**src/logic/arc_pkg.sv**
```systemverilog
package arc_pkg;
  // ---------------------------------------------------------------
  // register map
  // ---------------------------------------------------------------
  localparam logic [3:0] ADDR_CONFIG_WORD_ZERO = 4'h0;
  localparam logic [3:0] ADDR_CONFIG_WORD_ONE = 4'h1;
  localparam logic [3:0] ADDR_MODULATOR_OUTPUT = 4'h2;
  localparam logic [3:0] ADDR_PHASE_DELAY = 4'h3;
  localparam logic [3:0] ADDR_STATUS = 4'h4;
  localparam logic [3:0] ADDR_DATA_BASE = 4'h8;
  // ---------------------------------------------------------------
  // field positions
  // ---------------------------------------------------------------
  localparam int SOFT_RESET_LSB = 0;
  localparam int SHUTDOWN_LSB = 0;
  localparam int EXT_REF_BIT = 4;
  localparam int EXT_CLK_BIT = 5;
  localparam int NUM_CH = 4;
  // ---------------------------------------------------------------
  // reset values
  // ---------------------------------------------------------------
  localparam logic [3:0] QUANT_RESET_PATTERN = 4'h3;
  localparam logic [31:0] CONFIG_ZERO_RESET = 32'h0000_0000;
  localparam logic [31:0] CONFIG_ONE_RESET = 32'h0000_0000;
  localparam logic [31:0] PHASE_RESET = 32'h0000_0000;
  // ---------------------------------------------------------------
  // timing
  // ---------------------------------------------------------------
  localparam int CLK_PERIOD_NS = 20;
  localparam int SETTLE_CYCLES = 12;
  localparam int FRAME_CYCLES = 16;

  typedef struct packed {
    logic [3:0] soft_reset;
    logic [3:0] shutdown;
    logic ext_ref;
    logic ext_clk;
  } arc_ctrl_t;

  typedef enum logic [1:0] {
    CH_OFF = 2'b00,
    CH_SETTLE = 2'b01,
    CH_RUN = 2'b10
  } arc_ch_state_t;
endpackage : arc_pkg

```
**src/logic/arc_top.sv**
```systemverilog
`timescale 1ns/1ps
module arc_top #(
  parameter int SETTLE = arc_pkg::SETTLE_CYCLES,
  parameter int FRAME = arc_pkg::FRAME_CYCLES
) (
  input wire logic I_SYS_CLK,
  input wire logic I_RESETN,
  input wire logic I_CE,
  input wire logic [3:0] I_ADDR,
  input wire logic [31:0] I_WDATA,
  input wire logic I_WR,
  input wire logic I_RD,
  input wire logic [4*24-1:0] I_CONV_DATA,
  output logic [31:0] O_RDATA,
  output logic [3:0] O_DRDY,
  output logic O_CORE_CLK_EN,
  output logic O_INPUT_CLK_EN,
  output logic [3:0] O_BIAS_EN
);
  // ---------------------------------------------------------------
  // reset release
  // ---------------------------------------------------------------
  logic rst_meta;
  logic rst_n;
  always_ff @(posedge I_SYS_CLK or negedge I_RESETN)
  begin
    if (!I_RESETN)
    begin
      rst_meta <= 1'b0;
      rst_n <= 1'b0;
    end
    else
    begin
      rst_meta <= 1'b1;
      rst_n <= rst_meta;
    end
  end

  // ---------------------------------------------------------------
  // registers
  // ---------------------------------------------------------------
  logic [31:0] cfg0;
  logic [31:0] cfg1;
  logic [31:0] phase;
  logic [15:0] modout;
  arc_pkg::arc_ctrl_t ctrl;
  logic [4*24-1:0] data_q;
  arc_pkg::arc_ch_state_t st [arc_pkg::NUM_CH];
  logic [7:0] cnt [arc_pkg::NUM_CH];
  logic [7:0] frame_cnt;
  logic all_srst;
  logic all_sdn;
  logic full_sdn;

  // bit n maps to channel n
  assign ctrl.soft_reset = cfg0[arc_pkg::SOFT_RESET_LSB +: 4];
  assign ctrl.shutdown = cfg1[arc_pkg::SHUTDOWN_LSB +: 4];
  assign ctrl.ext_ref = cfg1[arc_pkg::EXT_REF_BIT];
  assign ctrl.ext_clk = cfg1[arc_pkg::EXT_CLK_BIT];
  assign all_srst = &ctrl.soft_reset;
  assign all_sdn = &ctrl.shutdown;
  assign full_sdn = all_sdn & ctrl.ext_ref & ctrl.ext_clk;

  always_ff @(posedge I_SYS_CLK or negedge rst_n)
  begin
    if (!rst_n)
    begin
      cfg0 <= arc_pkg::CONFIG_ZERO_RESET;
      cfg1 <= arc_pkg::CONFIG_ONE_RESET;
      phase <= arc_pkg::PHASE_RESET;
    end
    else if (I_CE && I_WR)
    begin
      if (I_ADDR == arc_pkg::ADDR_CONFIG_WORD_ZERO)
        cfg0 <= I_WDATA;
      if (I_ADDR == arc_pkg::ADDR_CONFIG_WORD_ONE)
        cfg1 <= I_WDATA;
      if (I_ADDR == arc_pkg::ADDR_PHASE_DELAY)
        phase <= I_WDATA;
    end
  end

  function automatic logic [31:0] rd_mux(input logic [3:0] a);
    logic [31:0] r;
    r = 32'h0000_0000;
    unique case (a)
      arc_pkg::ADDR_CONFIG_WORD_ZERO: r = cfg0;
      arc_pkg::ADDR_CONFIG_WORD_ONE: r = cfg1;
      arc_pkg::ADDR_MODULATOR_OUTPUT: r = {16'h0000, modout};
      arc_pkg::ADDR_PHASE_DELAY: r = phase;
      arc_pkg::ADDR_STATUS: r = {24'h000000, st[3] == arc_pkg::CH_RUN,
        st[2] == arc_pkg::CH_RUN, st[1] == arc_pkg::CH_RUN, st[0] == arc_pkg::CH_RUN,
        O_CORE_CLK_EN, O_INPUT_CLK_EN, full_sdn, all_srst};
      4'h8: r = {8'h00, data_q[0 +: 24]};
      4'h9: r = {8'h00, data_q[24 +: 24]};
      4'ha: r = {8'h00, data_q[48 +: 24]};
      4'hb: r = {8'h00, data_q[72 +: 24]};
      default: r = 32'h0000_0000;
    endcase
    return r;
  endfunction : rd_mux

  always_ff @(posedge I_SYS_CLK or negedge rst_n)
  begin
    if (!rst_n)
      O_RDATA <= 32'h0000_0000;
    else if (I_CE)
      O_RDATA <= I_RD ? rd_mux(I_ADDR) : 32'h0000_0000;
  end

  // ---------------------------------------------------------------
  // shared frame timebase
  // ---------------------------------------------------------------
  // free running unless all channels in soft reset or all shut down, so exits realign to it
  // timebase survives single channel reset
  always_ff @(posedge I_SYS_CLK or negedge rst_n)
  begin
    if (!rst_n)
      frame_cnt <= 8'h00;
    else if (I_CE && O_CORE_CLK_EN)
      frame_cnt <= (frame_cnt == 8'(FRAME - 1)) ? 8'h00 : frame_cnt + 8'h01;
  end

  // ---------------------------------------------------------------
  // per-channel state
  // ---------------------------------------------------------------
  for (genvar n = 0; n < arc_pkg::NUM_CH; n++)
  begin : g_ch
    logic idle;
    logic frame_hit;
    assign idle = ctrl.soft_reset[n] | ctrl.shutdown[n];
    assign frame_hit = frame_cnt == (8'(phase[n*8 +: 8]) % 8'(FRAME));

    always_ff @(posedge I_SYS_CLK or negedge rst_n)
    begin
      if (!rst_n)
      begin
        st[n] <= arc_pkg::CH_OFF;
        cnt[n] <= 8'h00;
      end
      else if (I_CE)
      begin
        unique case (st[n])
          arc_pkg::CH_OFF:
          begin
            cnt[n] <= 8'h00;
            if (!idle)
              st[n] <= arc_pkg::CH_SETTLE;
          end
          arc_pkg::CH_SETTLE:
          begin
            // settle then run, no extra delay
            if (idle)
              st[n] <= arc_pkg::CH_OFF;
            else if (cnt[n] == 8'(SETTLE - 1))
              st[n] <= arc_pkg::CH_RUN;
            else
              cnt[n] <= cnt[n] + 8'h01;
          end
          arc_pkg::CH_RUN:
            if (idle)
              st[n] <= arc_pkg::CH_OFF;
          default:
            st[n] <= arc_pkg::CH_OFF;
        endcase
      end
    end

    always_ff @(posedge I_SYS_CLK or negedge rst_n)
    begin
      if (!rst_n)
        data_q[n*24 +: 24] <= 24'h000000;
      else if (I_CE)
      begin
        if (idle)
          data_q[n*24 +: 24] <= 24'h000000;
        else if (st[n] == arc_pkg::CH_RUN && frame_hit)
          data_q[n*24 +: 24] <= I_CONV_DATA[n*24 +: 24];
      end
    end

    always_ff @(posedge I_SYS_CLK or negedge rst_n)
    begin
      if (!rst_n)
        O_DRDY[n] <= 1'b0;
      else if (I_CE)
        O_DRDY[n] <= !idle && st[n] == arc_pkg::CH_RUN && frame_hit;
    end

    always_ff @(posedge I_SYS_CLK or negedge rst_n)
    begin
      if (!rst_n)
        modout[n*4 +: 4] <= arc_pkg::QUANT_RESET_PATTERN;
      else if (I_CE && ctrl.soft_reset[n])
        modout[n*4 +: 4] <= arc_pkg::QUANT_RESET_PATTERN;
    end

    always_ff @(posedge I_SYS_CLK or negedge rst_n)
    begin
      if (!rst_n)
        O_BIAS_EN[n] <= 1'b1;
      else if (I_CE)
        O_BIAS_EN[n] <= !ctrl.shutdown[n];
    end
  end

  // ---------------------------------------------------------------
  // clock gating
  // ---------------------------------------------------------------
  // enables stand in for gates; a real cell would sit outside
  always_ff @(posedge I_SYS_CLK or negedge rst_n)
  begin
    if (!rst_n)
    begin
      O_CORE_CLK_EN <= 1'b1;
      O_INPUT_CLK_EN <= 1'b1;
    end
    else if (I_CE)
    begin
      // core clock off when all reset
      // core off when all shut down
      O_CORE_CLK_EN <= !(all_srst || all_sdn || full_sdn);
      // inputs clocked in all soft reset
      O_INPUT_CLK_EN <= !(all_sdn || full_sdn);
    end
  end
endmodule : arc_top

```
**config.mk**
```make
export PLATFORM = sky130hd
export DESIGN_NAME = arc_top
export DESIGN_NICKNAME = d
export VERILOG_FILES = /design/src/logic/arc_pkg.sv /design/src/logic/arc_top.sv
export SDC_FILE = /design/constraint.sdc
export NUM_CORES = 1
export LEC_CHECK = 0
export ABC_AREA = 0
export ABC_CLOCK_PERIOD_IN_PS = 14900
export BUFFER_PORTS_ARGS = -buffer_cell sky130_fd_sc_hd__buf_2
export CORE_MARGIN = 2
export CORE_UTILIZATION = 40
export DETAILED_ROUTE_END_ITERATION = 10
export PLACE_DENSITY_LB_ADDON = 0.1
export SETUP_SLACK_MARGIN = 0.1
export SLEW_MARGIN = 20
export SYNTH_ARGS = -nofsm -noshare
export SYNTH_HDL_FRONTEND = slang
export SYNTH_SLANG_ARGS = --single-unit
```
**constraint.sdc**
```tcl
create_clock -name I_SYS_CLK -period 14.9 [get_ports I_SYS_CLK]
set_input_delay 2.98 -clock I_SYS_CLK [delete_from_list [all_inputs] [get_ports I_SYS_CLK]]
set_output_delay 2.98 -clock I_SYS_CLK [all_outputs]
set_load 0.02 [all_outputs]
```
# Yosys cells after proc, flatten, opt, wreduce, memory -nomap -nowiden
# Cells that the tools add are included.
[word_totals] out_inout_bits=42 in_bits=137 reg_bits=284 word_cells=185
[op_classes] eq_ne=45 addsub=5 bitwise=6 n_mux=43 n_reduce_logical=57
[op_table] op="$pmux W32 S9" count=1
[op_table] op="$mux W24" count=8
[op_table] op="$mux W8" count=9
[op_table] op="$pmux W8 S2" count=4
[op_table] op="$add A8 B1 Y8 const B" count=5
[op_table] op="$eq A8 B4 Y1 const B" count=5
[op_table] op="$reduce_and A4 Y1" count=10
[op_table] op="$eq A8 B4 Y1" count=4
[op_table] op="$mux W2" count=16
[op_table] op="$mux W32" count=1
[op_table] op="$ne A2 B2 Y1 const B" count=16
[op_table] op="$pmux W2 S3" count=4
[op_table] op="$eq A4 B4 Y1 const B" count=4
[op_table] op="$reduce_bool A2 Y1" count=8
[op_table] op="$logic_and A1 B1 Y1" count=14
[op_table] op="$reduce_and A2 Y1" count=7
[op_table] op="$ne A3 B3 Y1 const B" count=4
[op_table] op="$logic_not A1 Y1" count=10
[op_table] op="$eq A2 B1 Y1 const B" count=4
[op_table] op="$eq A2 B2 Y1 const B" count=4
[op_table] op="$eq A4 B2 Y1 const B" count=2
[op_table] op="$logic_not A2 Y1" count=4
[op_table] op="$eq A4 B1 Y1 const B" count=1
[op_table] op="$eq A4 B3 Y1 const B" count=1
[op_table] op="4 further kinds" count=10

# Longest topological paths before layout
[logic_depth] depth_word=5 depth_mapped=8

# Least setup slack after synthesis
# No wires, ideal clock.
[synth_timing] kind="input to register" start="in I_ADDR[3]" end="reg cfg1[0]" n_path_buf=4 required_time_ns=14.775 arrival_ns=4.324 stages=8 setup_slack_ns=10.451 cell_sequence="buf_2 > nor2_1 > and2_1 > buf_2 > and3_1 > buf_2 > buf_6 > mux2_4"
[synth_via] elab_chain_len=2
[synth_lines] item="start: declaration" line="arc_top.sv:9" text="input wire logic [3:0] I_ADDR,"
[synth_lines] item="$eq A4 B1 Y1" line="arc_top.sv:76" text="if (I_ADDR == arc_pkg::ADDR_CONFIG_WORD_ONE)"
[synth_lines] item="$reduce_and A2 Y1 (no line)"
[synth_lines] item="end signal: assignment" line="arc_top.sv:69" text="cfg1 <= arc_pkg::CONFIG_ONE_RESET;"
[synth_lines] item="end: declaration" line="arc_top.sv:43" text="logic [31:0] cfg1;"
# Every way passes these cells.
# A chain may end at the register's enable or synchronous reset.

# Worst setup path in the final report
[layout_timing] start="in I_ADDR[1]" end="reg phase[5]"
[layout_via] elab_chain_len=2
[layout_lines] item="$eq A4 B2 Y1" line="arc_top.sv:78" text="if (I_ADDR == arc_pkg::ADDR_PHASE_DELAY)"
[layout_lines] item="$reduce_and A2 Y1 (no line)"
[layout_lines] item="end signal: assignment" line="arc_top.sv:70" text="phase <= arc_pkg::PHASE_RESET;"
[layout_lines] item="end: declaration" line="arc_top.sv:44" text="logic [31:0] phase;"
# Every way passes these cells.

==> impl_metrics.tcl <==
set metrics [dict create \
    synth_seq_cells 284 \
    p_sw_share_pct 27.1 \
    die_h_um 186 \
    cts.sinks 284 \
    synthesis.area_mm2 0.0133 \
    report.final.hold_viol_count 0 \
    numPortBuffers 178 \
    synth_edf_count 0 \
    synth_fp_nets 1213 \
    dieArea_mm2 0.0347 \
    synth_cell_types 79 \
    die_w_um 186 \
    end_kind "register" \
    postRouteAntennaNets 0 \
    synth-seq-area-share_pct 53.6 \
    grt_max_degree 156 \
    rsz0062_at_grt "false" \
    hold_class "register to register" \
    core_mm2 0.0326 \
    cts_setup_buffers 0 \
    place_hpwl_um 26800 \
    status "finished clean" \
    setup.worst_path.start_class "input port" \
    drive_gt1_share_pct 31.5 \
    antenna_found_initial 6 \
    required_ps 15340 \
    critPathArrivalTime_ps 5810 \
    cap_viol_max_count 0 \
    fin_crit_ps 5370 \
    fmax_mhz 186 \
    synth.top_cells.by_area "dfrtp_1 (52%), a22o_1 (7.3%), mux2_2 (6.4%)" \
    grt_pass1_wl_um 58500 \
    most-common-layout-cells "dfrtp_1 (277), buf_2 (178), a22o_1 (111)" \
    worst_pin_slew_ps 990 \
    grt_remaining_overflow 0 \
    wl_per_cell_um 23.0 \
    total_power_uw 2070 \
    finalNetCount 1368 \
    clk_pin_slew_ps 60 \
    timing.final.crit_share_pct 36.1 \
    seqPwrFrac_pct 45.3 \
    grt_util_all_layers_pct 22.4 \
    cts_buffers 31 \
    drt_iter0_drc 591 \
    htreeDepth 1 \
    power_frac_comb_pct 13.8 \
    final-setup-viol-count 0 \
    power_density_mw_per_mm2 133 \
    max-clock-path-buffers 3 \
    synth_top_cell_by_area "dfrtp_1" \
    yosys_warnings 0 \
    clock_latency_ps 560 \
    switchingPower_uw 563 \
    initial_utilization_pct 40.7 \
    syn_avg_cell_area_um2 12.4 \
    vias_per_cell 5.60 \
    via_count 9500 \
    slew_headroom_pct 34.0 \
    cts_root_buf "clkbuf_16" \
    final_common_cell "dfrtp_1" \
    post_cts.resized_instances 0 \
    drc 0 \
    io_pins 179 \
    leakage_uw 0.00731 \
    final_max_slew_viol_count 0 \
    p_int_uw 1510 \
    grt_pass1_vias 9479 \
    drt_first_pass_iters 5 \
    max-vdd-ir-drop_mv 0.0736 \
    clock_skew_ps 8.65 \
    crit_fanout 39 \
    rows 66 \
    gp_congestion 0.836 \
    clock_power_share_pct 40.8 \
    wirelength_um 38900 \
    async_flop_share_pct 100 \
    critPathKind "input port to register" \
    synth_top_area_share_pct 52.4 \
    synth_ff_type "dfrtp_1" \
    ctsHoldBuffers 0 \
    syn_to_final_growth_pct 17.8 \
    cts_tree "yes" \
    syn_inst 1071 \
    fin_setup_tns_ps 0 \
]
[synthesized netlist by cell type, drive strengths merged, types with 3 or more instances]
cell type and count:
a32oi 14, and3 6, nor4 3, xnor2 6
nor2 56, a221oi 6, o31ai 6, nor2b 14
o221ai 8, nand4 16, a32o 3, a22o 111
and3b 3, mux2 118, nor3 17, dfstp 6
nand2b 9, o211ai 3, or3 4, o2bb2ai 12
ha 5, nand3b 9, nand3 17, inv 10
buf 60, a22oi 21, a221o 6, xor2 31
nand2 38, a21o 8, and4 3, mux2i 28
a31oi 3, and2 8, clkbuf 18, o21ai 35
a21oi 19, a211oi 3, or4 7, a222oi 3
dfrtp 278, nor4b 5
[through the flow]
stage                     setup WS, ps  hold WS, ps  instance area [um2]  util (%)  cells
final                             9530          362                15600      48.0   1696
after global routing              9420          369                15600      48.0   1694
after CTS                         9580          376                15600      47.9   1692
after detailed placement          8990          356                14500      44.5   1635
after global placement            9020          340                14500      44.5   1635
after floorplan                   6410          331                13300         -   1071
[state kept, by name (all words and copies together) (netlist names)]
name,cells
O_INPUT_CLK_EN,1
O_DRDY,4
phase,32
frame_cnt,8
cfg1,32
cnt,32
data_q,96
rst_meta,1
cfg0,32
st,8
O_BIAS_EN,4
O_CORE_CLK_EN,1
O_RDATA,32
rst_n,1
[power groups by stage]
stage                     sequential (uW)  combinational [uW]  clock (uW)
after detailed placement              953                 289           0
after global placement                954                 283           0
after CTS                             940                 289         861
final                                 940                 287         846
after global routing                  953                 316         893
after floorplan                       922                 214           0
[routing by layer]
layer	vias to the layer above	part of all wire, %	global-route usage (%)
li1	4364	-	-
met1	4818	47	32.3
met2	268	46	35.0
met3	46	5.7	4.56
met4	4	1.7	4.63
met5	-	0.064	0
[logic make-up (layout without fill, tap and decap cells)]
logic type                 count (synthesis)  in the layout  synth area share (%)
muxes                                    147            147                  13.2
and+or+nand+nor                          225            225                  9.86
adders and majority gates                  5              5                 0.471
xor gates and xnor gates                  37             37                  2.44
DFF                                      284            284                  53.6
AOI/OAI and AO/OA                        283            283                  16.9
other                                      1              5                0.0282
buffers and inverters                     89            268                  3.60
[cell type report]
type / count / area (um2)
Tap cell: 442 / 553
Sequential cell: 284 / 7120
Clock buffer: 35 / 831
Inverter: 11 / 41.3
Fill cell: 2993 / 17000
Timing Repair Buffer: 200 / 1070
Antenna cell: 4 / 10.0
Clock inverter: 22 / 302
Multi-Input combinational cell: 698 / 5720
[final timing paths]
| path | slack (ps) | from | depth (start not counted) | to |
|---|---|---|---|---|
| worst max-delay path | 9530 | I_ADDR[1] | 7 | phase[5] |
| worst min-delay path | 360 | rst_meta | 0 | rst_n |
| worst max register to register | 12350 | frame_cnt[4] | 5 | data_q[44] |
| worst min register to register | 360 | rst_meta | 0 | rst_n |
| max in group asynchronous | 12380 | rst_n | 2 | data_q[92] |
| min in group asynchronous | 410 | rst_n | 0 | cnt[11] |
[worst max-delay path: stages]
cell and delay (ps):
buf_2 70, buf_4 340, buf_4 580, and2_1 210, buf_4 250, and4_2 920
mux2_2 420
(Power assumes the default switching activity.)
